<file path="src/design/ccp_pkg.sv">
// Constants, command codes and carrier types of the shared command engine.
// Assumes one system clock at 125 MHz and an asynchronous active-high reset.
// How it works
// Enter config: 84 E5 5E C8, full access
// Config needs window and an unlocked block
// Enter diagnosis: 8C E5 5E D0, restricted
// State entry answers 06 or 15
// Validity by window, config or diagnosis state
// Register read 9B, address 70..7E, answer
// Register write 94, config only, answers
// Nonvolatile read 93, address 00..5F, word answer
// Nonvolatile write 9D, address 00..55, config only
// Acknowledge only after 8 ms store finishes
// Self-test B4, channel bit, stimulus, results
// Pressure query C3, raw/corrected, one/two channels
// Query status 07 when enabled error active
// Query answer carries channel words then checksum
// Temperature query CB, raw/corrected, one/two sensors
// Temperature answer waits for fresh conversion
// Device ident CA CB, four bytes from words 56..57
// Family ident DA DB, project, family, versions
// ROM checksum EA EB, two bytes high first
// Answer to two-wire port if any byte came there
// Controller avoids using both ports at once
// Checksum is byte sum plus one
// Two-wire read unacknowledged until answer ready
// Window opens once; then operational, single-wire off
// Unknown or misplaced command gets negative acknowledge
// Reply checksum uses same sum plus one
package ccp_pkg;
  localparam logic [7:0] CMD_ENTER_CONFIG = 8'h84;
  localparam logic [7:0] CMD_ENTER_DIAG = 8'h8c;
  localparam logic [7:0] CMD_REG_READ = 8'h9b;
  localparam logic [7:0] CMD_REG_WRITE = 8'h94;
  localparam logic [7:0] CMD_NV_FETCH = 8'h93;
  localparam logic [7:0] CMD_NV_STORE = 8'h9d;
  localparam logic [7:0] CMD_SELF_TEST = 8'hb4;
  localparam logic [7:0] CMD_PRESSURE = 8'hc3;
  localparam logic [7:0] CMD_TEMPERATURE = 8'hcb;
  localparam logic [7:0] CMD_DEV_IDENT = 8'hca;
  localparam logic [7:0] CMD_FAM_IDENT = 8'hda;
  localparam logic [7:0] CMD_ROM_CHECK = 8'hea;
  localparam logic [7:0] KEY_BYTE0 = 8'he5;
  localparam logic [7:0] KEY_BYTE1 = 8'h5e;
  localparam logic [7:0] ANS_ACK = 8'h06;
  localparam logic [7:0] ANS_BELL = 8'h07;
  localparam logic [7:0] ANS_NACK = 8'h15;
  localparam logic [7:0] REG_ADDR_LO = 8'h70;
  localparam logic [7:0] REG_ADDR_HI = 8'h7e;
  localparam logic [7:0] NV_READ_HI = 8'h5f;
  localparam logic [7:0] NV_WRITE_HI = 8'h55;
  localparam logic [6:0] NV_IDENT_HI = 7'h56;
  localparam logic [6:0] NV_IDENT_LO = 7'h57;
  localparam int CLK_MHZ = 125;
  localparam int NV_ERASE_MS = 4;
  localparam int NV_PROGRAM_MS = 4;
  localparam int NV_WRITE_CYCLES = (NV_ERASE_MS + NV_PROGRAM_MS) * 1000 *
                                   1000 * CLK_MHZ / 1000;
  localparam int WINDOW_MS = 100;
  localparam int WINDOW_CYCLES = WINDOW_MS * 1000 * CLK_MHZ;
  localparam int MAX_CMD = 5;
  localparam int MAX_ANS = 6;

  typedef enum {
    CCP_IDLE, CCP_EXEC, CCP_NVWAIT, CCP_MEASWAIT, CCP_REPLY
  } ccp_phase_t;

  typedef enum {CCP_WINDOW, CCP_OPER, CCP_CONFIG, CCP_DIAG} ccp_mode_t;

  typedef struct packed {
    logic [7:0] data;
    logic valid;
    logic fromTwoWire;
  } ccp_byte_t;

  typedef struct packed {
    logic valid;
    logic [6:0] addr;
    logic [15:0] data;
  } ccp_nv_req_t;
endpackage

</file>
<file path="src/design/ccp_shared_command_engine.sv">
// Shared command engine: collects command bytes from both ports, checks
// them, runs the command and hands the answer bytes to one port.
// Assumes the byte layers deliver one-cycle byte strobes and an
// end-of-frame pulse per command; all inputs except rst are synchronous to clk_sys.
`timescale 1ns/1ps
`default_nettype none
module ccp_shared_command_engine #(
  parameter int WINDOW_CYC = ccp_pkg::WINDOW_CYCLES,
  parameter int NV_WRITE_CYC = ccp_pkg::NV_WRITE_CYCLES,
  parameter logic [7:0] PROJECT_NUMBER = 8'h11, // Arbitrary value
  parameter logic [11:0] FAMILY_CODE = 12'h123, // Arbitrary value
  parameter logic [3:0] HW_VERSION = 4'h1,
  parameter logic [7:0] SW_VERSION = 8'h01,
  parameter logic [15:0] ROM_CHECKSUM = 16'h0000
) (
  // Clock and reset
  input wire logic clk_sys,
  input wire logic rst,
  // Command bytes from the ports
  input wire ccp_pkg::ccp_byte_t twoWireByte,
  input wire ccp_pkg::ccp_byte_t singleWireByte,
  input wire logic cmdEnd,
  // Answer bytes to the ports
  output ccp_pkg::ccp_byte_t answerByte,
  input wire logic answerTaken,
  output logic answerReady,
  output logic singleWireEnable,
  // Device state
  input wire logic unlockedBlock,
  input wire logic enabledError,
  output logic configMode,
  output logic diagMode,
  // Register file
  output logic regWrite,
  output logic [7:0] regAddr,
  output logic [7:0] regWdata,
  input wire logic [7:0] regRdata,
  // Nonvolatile memory
  output ccp_pkg::ccp_nv_req_t nvStore,
  output logic [6:0] nvReadAddr,
  input wire logic [15:0] nvRdata,
  input wire logic [31:0] identWords,
  // Measurement path
  output logic measStart,
  output logic [1:0] measKind,
  output logic [1:0] measSel,
  output logic [7:0] testStimulus,
  input wire logic measDone,
  input wire logic [15:0] measWord0,
  input wire logic [15:0] measWord1
);
  typedef struct packed {
    ccp_pkg::ccp_phase_t phase;
    ccp_pkg::ccp_mode_t mode;
    logic [31:0] winCnt;
    logic [31:0] waitCnt;
    logic [2:0] nBytes;
    logic [7:0][7:0] cmd;
    logic anyTwoWire;
    logic [6:0][7:0] ans;
    logic [2:0] ansLen;
    logic [2:0] ansIdx;
    logic toTwoWire;
    logic regWr;
    ccp_pkg::ccp_nv_req_t nv;
    logic measGo;
  } ccp_state_t;

  ccp_state_t s_q, s_d;

  function automatic logic [7:0] sumPlusOne(input logic [6:0][7:0] b,
                                            input logic [2:0] n);
    logic [7:0] acc;
    acc = 8'h01;
    for (int i = 0; i < 7; i++) begin
      if (3'(i) < n) begin
        acc = acc + b[i];
      end
    end
    return acc;
  endfunction

  logic [6:0][7:0] cmdBytes;
  logic sumOk;
  logic inCfg;
  logic inAny;
  logic [7:0] a1;

  always_comb begin
    cmdBytes = s_q.cmd[6:0];
    sumOk = s_q.nBytes >= 3'd2 &&
            sumPlusOne(cmdBytes, s_q.nBytes - 3'd1) ==
            s_q.cmd[s_q.nBytes - 3'd1];
    inCfg = s_q.mode == ccp_pkg::CCP_CONFIG;
    inAny = inCfg || s_q.mode == ccp_pkg::CCP_DIAG;
    a1 = s_q.cmd[1];
  end

  always_comb begin
    s_d = s_q;
    s_d.regWr = 1'b0;
    s_d.nv.valid = 1'b0;
    s_d.measGo = 1'b0;
    if (s_q.mode == ccp_pkg::CCP_WINDOW) begin
      if (s_q.winCnt >= 32'(WINDOW_CYC - 1)) begin
        s_d.mode = ccp_pkg::CCP_OPER;
      end else begin
        s_d.winCnt = s_q.winCnt + 32'd1;
      end
    end
    case (s_q.phase)
      ccp_pkg::CCP_IDLE: begin
        if (twoWireByte.valid && s_q.nBytes < 3'(ccp_pkg::MAX_CMD)) begin
          s_d.cmd[s_q.nBytes] = twoWireByte.data;
          s_d.nBytes = s_q.nBytes + 3'd1;
          s_d.anyTwoWire = 1'b1;
        end else if (singleWireByte.valid && singleWireEnable &&
                     s_q.nBytes < 3'(ccp_pkg::MAX_CMD)) begin
          s_d.cmd[s_q.nBytes] = singleWireByte.data;
          s_d.nBytes = s_q.nBytes + 3'd1;
        end
        if (cmdEnd) begin
          s_d.phase = ccp_pkg::CCP_EXEC;
        end
      end
      ccp_pkg::CCP_EXEC: begin
        s_d.toTwoWire = s_q.anyTwoWire;
        s_d.ans = '0;
        s_d.ans[0] = ccp_pkg::ANS_NACK;
        s_d.ansLen = 3'd1;
        s_d.ansIdx = 3'd0;
        s_d.phase = ccp_pkg::CCP_REPLY;
        case (s_q.cmd[0])
          ccp_pkg::CMD_ENTER_CONFIG, ccp_pkg::CMD_ENTER_DIAG: begin
            if (s_q.nBytes == 3'd4 && sumOk &&
                s_q.cmd[1] == ccp_pkg::KEY_BYTE0 &&
                s_q.cmd[2] == ccp_pkg::KEY_BYTE1 &&
                s_q.mode == ccp_pkg::CCP_WINDOW) begin
              if (s_q.cmd[0] == ccp_pkg::CMD_ENTER_DIAG) begin
                s_d.mode = ccp_pkg::CCP_DIAG;
                s_d.ans[0] = ccp_pkg::ANS_ACK;
              end else if (unlockedBlock) begin
                s_d.mode = ccp_pkg::CCP_CONFIG;
                s_d.ans[0] = ccp_pkg::ANS_ACK;
              end
            end
          end
          ccp_pkg::CMD_REG_READ: begin
            if (s_q.nBytes == 3'd3 && sumOk && inAny &&
                a1 >= ccp_pkg::REG_ADDR_LO && a1 <= ccp_pkg::REG_ADDR_HI) begin
              s_d.ans[0] = ccp_pkg::ANS_ACK;
              s_d.ans[1] = regRdata;
              s_d.ansLen = 3'd2;
            end
          end
          ccp_pkg::CMD_REG_WRITE: begin
            if (s_q.nBytes == 3'd4 && sumOk && inCfg &&
                a1 >= ccp_pkg::REG_ADDR_LO && a1 <= ccp_pkg::REG_ADDR_HI) begin
              s_d.regWr = 1'b1;
              s_d.ans[0] = ccp_pkg::ANS_ACK;
            end
          end
          ccp_pkg::CMD_NV_FETCH: begin
            if (s_q.nBytes == 3'd3 && sumOk && inAny &&
                a1 <= ccp_pkg::NV_READ_HI) begin
              s_d.ans[0] = ccp_pkg::ANS_ACK;
              s_d.ans[1] = nvRdata[15:8];
              s_d.ans[2] = nvRdata[7:0];
              s_d.ansLen = 3'd3;
            end
          end
          ccp_pkg::CMD_NV_STORE: begin
            if (s_q.nBytes == 3'd5 && sumOk && inCfg &&
                a1 <= ccp_pkg::NV_WRITE_HI) begin
              s_d.nv.valid = 1'b1;
              s_d.nv.addr = a1[6:0];
              s_d.nv.data = {s_q.cmd[2], s_q.cmd[3]};
              s_d.waitCnt = '0;
              s_d.phase = ccp_pkg::CCP_NVWAIT;
            end
          end
          ccp_pkg::CMD_SELF_TEST, ccp_pkg::CMD_PRESSURE,
          ccp_pkg::CMD_TEMPERATURE: begin
            if (sumOk && inAny &&
                s_q.nBytes == (s_q.cmd[0] == ccp_pkg::CMD_SELF_TEST ?
                               3'd4 : 3'd3)) begin
              s_d.measGo = 1'b1;
              s_d.phase = ccp_pkg::CCP_MEASWAIT;
            end
          end
          ccp_pkg::CMD_DEV_IDENT: begin
            if (s_q.nBytes == 3'd2 && sumOk && inAny) begin
              s_d.ans[0] = ccp_pkg::ANS_ACK;
              s_d.ans[1] = identWords[31:24];
              s_d.ans[2] = identWords[23:16];
              s_d.ans[3] = identWords[15:8];
              s_d.ans[4] = identWords[7:0];
              s_d.ansLen = 3'd5;
            end
          end
          ccp_pkg::CMD_FAM_IDENT: begin
            if (s_q.nBytes == 3'd2 && sumOk && inAny) begin
              s_d.ans[0] = ccp_pkg::ANS_ACK;
              s_d.ans[1] = PROJECT_NUMBER;
              s_d.ans[2] = FAMILY_CODE[11:4];
              s_d.ans[3] = {FAMILY_CODE[3:0], HW_VERSION};
              s_d.ans[4] = SW_VERSION;
              s_d.ansLen = 3'd5;
            end
          end
          ccp_pkg::CMD_ROM_CHECK: begin
            if (s_q.nBytes == 3'd2 && sumOk && inAny) begin
              s_d.ans[0] = ccp_pkg::ANS_ACK;
              s_d.ans[1] = ROM_CHECKSUM[15:8];
              s_d.ans[2] = ROM_CHECKSUM[7:0];
              s_d.ansLen = 3'd3;
            end
          end
          default: begin
            s_d.ans[0] = ccp_pkg::ANS_NACK;
          end
        endcase
        if (s_d.phase == ccp_pkg::CCP_REPLY && s_d.ansLen > 3'd1) begin
          s_d.ans[s_d.ansLen] = sumPlusOne(s_d.ans, s_d.ansLen);
          s_d.ansLen = s_d.ansLen + 3'd1;
        end
      end
      ccp_pkg::CCP_NVWAIT: begin
        if (s_q.waitCnt >= 32'(NV_WRITE_CYC - 1)) begin
          s_d.ans[0] = ccp_pkg::ANS_ACK;
          s_d.ansLen = 3'd1;
          s_d.phase = ccp_pkg::CCP_REPLY;
        end else begin
          s_d.waitCnt = s_q.waitCnt + 32'd1;
        end
      end
      ccp_pkg::CCP_MEASWAIT: begin
        if (measDone) begin
          s_d.ans[0] = (enabledError && s_q.cmd[0] != ccp_pkg::CMD_SELF_TEST)
                       ? ccp_pkg::ANS_BELL : ccp_pkg::ANS_ACK;
          s_d.ans[1] = measWord0[15:8];
          s_d.ans[2] = measWord0[7:0];
          s_d.ansLen = 3'd3;
          if (s_q.cmd[0] == ccp_pkg::CMD_SELF_TEST || a1[1]) begin
            s_d.ans[3] = measWord1[15:8];
            s_d.ans[4] = measWord1[7:0];
            s_d.ansLen = 3'd5;
          end
          s_d.ans[s_d.ansLen] = sumPlusOne(s_d.ans, s_d.ansLen);
          s_d.ansLen = s_d.ansLen + 3'd1;
          s_d.phase = ccp_pkg::CCP_REPLY;
        end
      end
      ccp_pkg::CCP_REPLY: begin
        if (answerTaken) begin
          if (s_q.ansIdx + 3'd1 >= s_q.ansLen) begin
            s_d.phase = ccp_pkg::CCP_IDLE;
            s_d.nBytes = '0;
            s_d.anyTwoWire = 1'b0;
          end else begin
            s_d.ansIdx = s_q.ansIdx + 3'd1;
          end
        end
      end
      default: begin
        s_d.phase = ccp_pkg::CCP_IDLE;
      end
    endcase
  end

  always_ff @(posedge clk_sys or posedge rst) begin
    if (rst) begin
      s_q <= '0;
      s_q.phase <= ccp_pkg::CCP_IDLE;
      s_q.mode <= ccp_pkg::CCP_WINDOW;
    end else begin
      s_q <= s_d;
    end
  end

  always_comb begin
    answerReady = s_q.phase == ccp_pkg::CCP_REPLY;
    answerByte.data = s_q.ans[s_q.ansIdx];
    answerByte.valid = answerReady;
    answerByte.fromTwoWire = s_q.toTwoWire;
    singleWireEnable = s_q.mode != ccp_pkg::CCP_OPER;
    configMode = s_q.mode == ccp_pkg::CCP_CONFIG;
    diagMode = s_q.mode == ccp_pkg::CCP_DIAG;
    regWrite = s_q.regWr;
    regAddr = s_q.cmd[1];
    regWdata = s_q.cmd[2];
    nvStore = s_q.nv;
    nvReadAddr = s_q.cmd[0] == ccp_pkg::CMD_DEV_IDENT ?
                 ccp_pkg::NV_IDENT_HI : s_q.cmd[1][6:0];
    measStart = s_q.measGo;
    measKind = s_q.cmd[0] == ccp_pkg::CMD_SELF_TEST ? 2'h0 :
               s_q.cmd[0] == ccp_pkg::CMD_PRESSURE ? 2'h1 : 2'h2;
    measSel = s_q.cmd[1][1:0];
    testStimulus = s_q.cmd[2];
  end
endmodule
`default_nettype wire

</file>
<file path="config.mk">
export PLATFORM = sky130hd
export DESIGN_NAME = ccp_shared_command_engine
export DESIGN_NICKNAME = d
export VERILOG_FILES = /design/src/design/ccp_pkg.sv /design/src/design/ccp_shared_command_engine.sv
export SDC_FILE = /design/constraint.sdc
export NUM_CORES = 1
export LEC_CHECK = 0
export BUFFER_PORTS_ARGS = -buffer_cell sky130_fd_sc_hd__buf_2
export CORE_AREA = 2 2 241 183
export DETAILED_ROUTE_END_ITERATION = 8
export DIE_AREA = 0 0 243 185
export GPL_TIMING_DRIVEN = 0
export SLEW_MARGIN = 0
export SYNTH_ARGS = -nofsm -noshare
export SYNTH_HDL_FRONTEND = slang
export SYNTH_SLANG_ARGS = --single-unit
</file>
<file path="constraint.sdc">
create_clock -name clk_sys -period 36.8 [get_ports clk_sys]
set_clock_uncertainty 0.1 [all_clocks]
set_input_delay 11.04 -clock clk_sys [delete_from_list [all_inputs] [get_ports clk_sys]]
set_output_delay 11.04 -clock clk_sys [all_outputs]
set_load 0.01 [all_outputs]
</file>
==> results.tsv, run 1 <==
metric	value	unit
outcome	finished clean	
vias per std cell	5.90	
cells after synthesis	2160	
Synth top area share	33.8	%
Max-Slew Margin vs Limit	7.76	%
#FFs+latches synth	256	
fillers	4251	
H-tree depth	1	
asr flop ratio synth	100	%
Max Cap Violations	0	
# hold bufs at CTS	0	
Critical Path Sink Type	flop	
synth unique cells	105	
Final min period	22.39	ns
row cnt	66	
top cells by area, synth	dfrtp_1 (34%), ha_1 (7.4%), nor2_1 (4.7%)	
largest net degree at the start of global routing	119	
Starting Density	44.3	%
antenna violations before repair	1	
register area share after synthesis	33.8	%
max-slew violations	0	
DR pass1 iterations	5	
Hold Vio Cnt, Final	0	
Die W	243	µm
Root Driver	clkbuf_16	
GRT overflow	0	
GRT Total Usage	31.8	%
CP startpoint kind	flop	
vias in the first global route	16200	
Total Wirelength	72600	µm
leading register cell type out of synthesis	dfrtp_1	
most instantiated library cell after synthesis	dfrtp_1	
HPWL Detailed	58300	µm
top post-synthesis cells by count	dfrtp_1 (256), nor2_1 (237), nand2_1 (214), a21oi_1 (160), clkbuf_1 (115)	
clock transition at the registers of the reported paths	0.06	ns
Final #Nets	2620	
Mapped Nets	2401	
TritonCTS clock tree	yes	
CP peak stage delay	0.65	ns
Skew-Pair Late Insertion Delay	0.55	ns
Ports	190	
most used cell, CP	ha_1	
# DRC	0	
vias	17600	
Final Wtd Congestion	1.03	
Worst Path Required	37.12	ns
Area growth, synth to finish	13.8	%
final setup fails	0	
number of synthesized flops with an enable pin	0	
CP Max Fanout	11	
dominant cell type by area after synthesis	dfrtp_1	
first-pass GRT wire length	106000	µm
worst hold path type	flop to flop	
Crit Path Category	flop to flop	
Core ar.	42800	µm²
post-synthesis area per instance	8.78	µm²
Crit path arrival time	22.71	ns
die height	185	µm
warnings from Yosys	0	
CTS Sinks	256	
DR WL/cell	24.4	µm
Worst Tran Pin Value	1.37	ns
Num CTS Buffers	27	
initial DRC count	1909	
Netlist Area Pre-Place	19000	µm²
DRT antenna net count	0	
die footprint	45000	µm²
RSZ-0062 raised after global routing	false	
# resized after CTS	0	
setup_tns	0	ns
post-CTS setup repair buffer count	0	
Tcrit/Tclk final	60.9	%
PortBufs	187	
share of cells above drive strength 1	17.3	%
fmax	0.0447	GHz
slowest CP cell	nor4_2	
maximum root-to-sink buffer count	3	
-- per-layer routing --
metal | share of wire (%) | track usage [%] | wire length [µm]
met5 | 0 | 0 | 0
met4 | 1.8 | 6.13 | 1290
met3 | 11 | 8.61 | 7800
met2 | 39 | 41.9 | 28000
met1 | 49 | 50.7 | 35500
-- critical path, delay by kind of cell, from the launching register on --
family | cells | cell delay, ns
AO/OA/AOI/OAI | 33 | 7.02
XOR/XNOR | 8 | 2.44
adder cells (fa/ha/maj) | 14 | 4.74
buffers and inverters | 13 | 3.47
flip-flops | 1 | 0.43
AND/OR/NAND/NOR | 19 | 4.03
-- logic make-up after synthesis --
group / share of synthesized area, %
flops: 33.8
fa+ha+maj: 8.92
buf+inv: 6.88
compound gates: 17.3
mux: 6.62
xor+xnor: 6.62
simple gates: 19.9
-- state kept, by name (all words and copies together), names as in the netlist --
name and count:
nvStore 24, s_q 173, measStart 1, regAddr 8
cmdBytes 40, regWrite 1, regWdata 8, answerByte 1
-- area by class of cell --
class	instances	area (µm²)	share of cell area, %
Inverter	78	300	1.39
Timing Repair Buffer	190	998	4.63
Tap cell	578	723	3.35
Clock buffer	35	746	3.46
Sequential cell	256	6410	29.7
Clock inverter	12	128	0.591
Antenna cell	1	2.50	0.0116
Multi-Input combinational cell	1626	11300	52.2
Buffer	200	1010	4.69
-- per-stage QoR --
step	utilization [%]	worst slack, ns	hold WS, ns	area [µm²]	instances
3_5_place_dp	48.4	15.06	0.346	20700	2928
6_report	50.4	14.41	0.354	21600	2976
3_3_place_gp	48.2	15.04	0.337	20600	2925
4_1_cts	50.4	14.96	0.361	21600	2975
5_1_grt	50.4	13.34	0.373	21600	2975
2_1_floorplan	-	18.62	0.325	19000	2160
-- worst paths after layout --
path,from,endpoint,slack (ns),depth (start not counted)
max,s_q[154]$_DFFE_PP0P_,s_q[80]$_DFFE_PP0P_,14.41,87
min,s_q[228]$_DFF_PP0_,s_q[228]$_DFF_PP0_,0.35,1
max reg2reg,s_q[154]$_DFFE_PP0P_,s_q[80]$_DFFE_PP0P_,14.41,87
min reg2reg,s_q[228]$_DFF_PP0_,s_q[228]$_DFF_PP0_,0.35,1
max in group asynchronous,rst,s_q[197]$_DFFE_PP0P_,25.19,3
min in group asynchronous,rst,s_q[60]$_DFFE_PP0P_,10.43,2
-- cells in the final DEF (no fill, tap or decap), types with 38 or more instances in the layout --
cell type / n
nand3_1: 41
nand2_1: 214
inv_1: 73
a21o_1: 38
buf_4: 60
buf_2: 201
ha_1: 112
xor2_1: 49
clkbuf_1: 119
a21oi_1: 160
dfrtp_1: 256
mux2i_1: 41
o21ai_0: 78
nor2_1: 237
xnor2_1: 81
Power of run 1 is left out: the tool's default activity adds up to more than one toggle a clock period on the data nets, which glitch-free logic cannot reach.
==> run 2: changes to the inputs <==
--- a/config.mk
+++ b/config.mk
@@ -10,6 +10,7 @@
 export DETAILED_ROUTE_END_ITERATION = 8
 export DIE_AREA = 0 0 243 185
 export GPL_TIMING_DRIVEN = 0
+export PLACE_DENSITY = 0.65
 export SLEW_MARGIN = 0
 export SYNTH_ARGS = -nofsm -noshare
 export SYNTH_HDL_FRONTEND = slang
==> constraint.sdc (replaced) <==
create_clock -name clk_sys -period 20.6 [get_ports clk_sys]
set_clock_uncertainty 0.1 [all_clocks]
set_input_delay 6.18 -clock clk_sys [delete_from_list [all_inputs] [get_ports clk_sys]]
set_output_delay 6.18 -clock clk_sys [all_outputs]
set_load 0.01 [all_outputs]
==> run 2 against run 1 <==
Via count is 0.83% higher. Largest cell class unchanged. Clock-buffer cell count fell by 1. Sequential cell count is the same. Global-route usage shrank 0.79 points. Worst setup slack got worse by 14 ns. Cell count rose by 0.27%. Register-to-register slack worse by 14 ns. Critical endpoint unchanged. Critical path type unchanged. Routed wire length is 2.7% lower. Maximum frequency increased by 13%. Critical path depth is 1 lower.
==> results.tsv, run 2 (synthesis results as in run 1) <==
metric	value	unit
Crit path arrival time	20.11	ns
WL met2	27600	µm
Largest Register	s_q	
PortBufs	187	
final setup fails	0	
Largest register FFs	173	
Worst Path Required	20.92	ns
placed insts	2928	
Ports	190	
# DRC	0	
GRT overflow	0	
fmax	0.0505	GHz
DR pass1 iterations	6	
Tcrit/Tclk final	96.1	%
vias	17700	
Root Driver	clkbuf_16	
Core ar.	42800	µm²
Final #Nets	2625	
initial DRC count	2254	
H-tree depth	1	
first-pass GRT wire length	104000	µm
DR top layer	met5	
CP peak stage delay	0.54	ns
Crit Path Category	flop to flop	
outcome	finished clean	
Max Cap Violations	0	
Starting Density	44.3	%
die height	185	µm
CTS Sinks	256	
clock transition at the registers of the reported paths	0.07	ns
# hold bufs at CTS	0	
die footprint	45000	µm²
GRT Total Usage	31.0	%
DR WL/cell	23.7	µm
commonest non-fill, non-tap cells in the layout	dfrtp_1 (256), nor2_1 (236), nand2_1 (212)	
most used cell, CP	ha_1	
Post-Layout Cell Count	2984	
worst hold path type	flop to flop	
share of cells above drive strength 1	18.2	%
CP delay by family, top	compound AO/OA/AOI/OAI gates	
Skew-Pair Late Insertion Delay	0.57	ns
Die W	243	µm
Critical Path Sink Type	flop	
vias in the first global route	16200	
Worst Tran Pin Value	1.31	ns
vias per std cell	5.93	
Total Wirelength	70700	µm
met3 routed WL	7280	µm
TritonCTS clock tree	yes	
M1 WL	34400	µm
CP startpoint kind	flop	
HPWL Detailed	56600	µm
Hold Vio Cnt, Final	0	
maximum root-to-sink buffer count	3	
CP Max Fanout	11	
antenna violations before repair	3	
Max-Slew Margin vs Limit	11.9	%
max-slew violations	0	
crit path buf inv count	12	
largest net degree at the start of global routing	125	
Area growth, synth to finish	14.8	%
Final Wtd Congestion	1.02	
slowest CP cell	or4_1	
Final min period	19.79	ns
DRT antenna net count	0	
commonest non-fill, non-tap cell in the layout	dfrtp_1	
row cnt	66	
Num CTS Buffers	28	
## run 2: final timing paths
kind,startpoint,endpoint,slack [ns],depth (start not counted)
worst max register to register,s_q[154]$_DFFE_PP0P_,s_q[80]$_DFFE_PP0P_,0.81,86
min in group asynchronous,rst,s_q[60]$_DFFE_PP0P_,5.51,2
max in group asynchronous,rst,s_q[27]$_DFFE_PP0P_,13.92,3
worst max-delay path,s_q[154]$_DFFE_PP0P_,s_q[80]$_DFFE_PP0P_,0.81,86
worst min-delay path,s_q[152]$_DFFE_PP0P_,s_q[152]$_DFFE_PP0P_,0.36,1
worst min register to register,s_q[152]$_DFFE_PP0P_,s_q[152]$_DFFE_PP0P_,0.36,1
## run 2: cell type report
cell class	instances	area (µm²)
timing repair buffer	195	1040
inverter	78	305
tap	578	723
fill	4121	21000
clock inverter	15	145
multi-input combinational	1626	11400
sequential	256	6410
buffer	199	1010
clock buffer	34	753
antenna	3	7.51
## run 2: through the flow
step	TNS, ns	area (µm²)	hold slack, ns	util (%)	setup WS (ns)
2_1_floorplan	0	19000	0.325	-	3.68
3_3_place_gp	-2.59	20600	0.340	48.2	-0.941
3_5_place_dp	-2.50	20700	0.348	48.4	-0.915
4_1_cts	0	21600	0.363	50.6	0.0116
5_1_grt	-0.0629	21800	0.377	50.9	-0.0434
6_report	0	21800	0.357	50.9	0.808
## run 2: metal layers
| layer | vias to the layer above | track usage (%) |
|---|---|---|
| met4 | 2 | 5.47 |
| met1 | 8736 | 49.8 |
| li1 | 8043 | - |
| met5 | - | 0 |
| met3 | 87 | 6.68 |
| met2 | 835 | 41.9 |
## run 2: repair_timing
| action | 4_1_cts | 5_1_grt |
|---|---|---|
| resized for setup | 7 | 18 |
| endpoints found under the setup margin | 3 | 3 |
| setup buffers | 0 | 5 |
| pin swaps | 0 | 2 |
Power of run 2 is left out for the same reason.
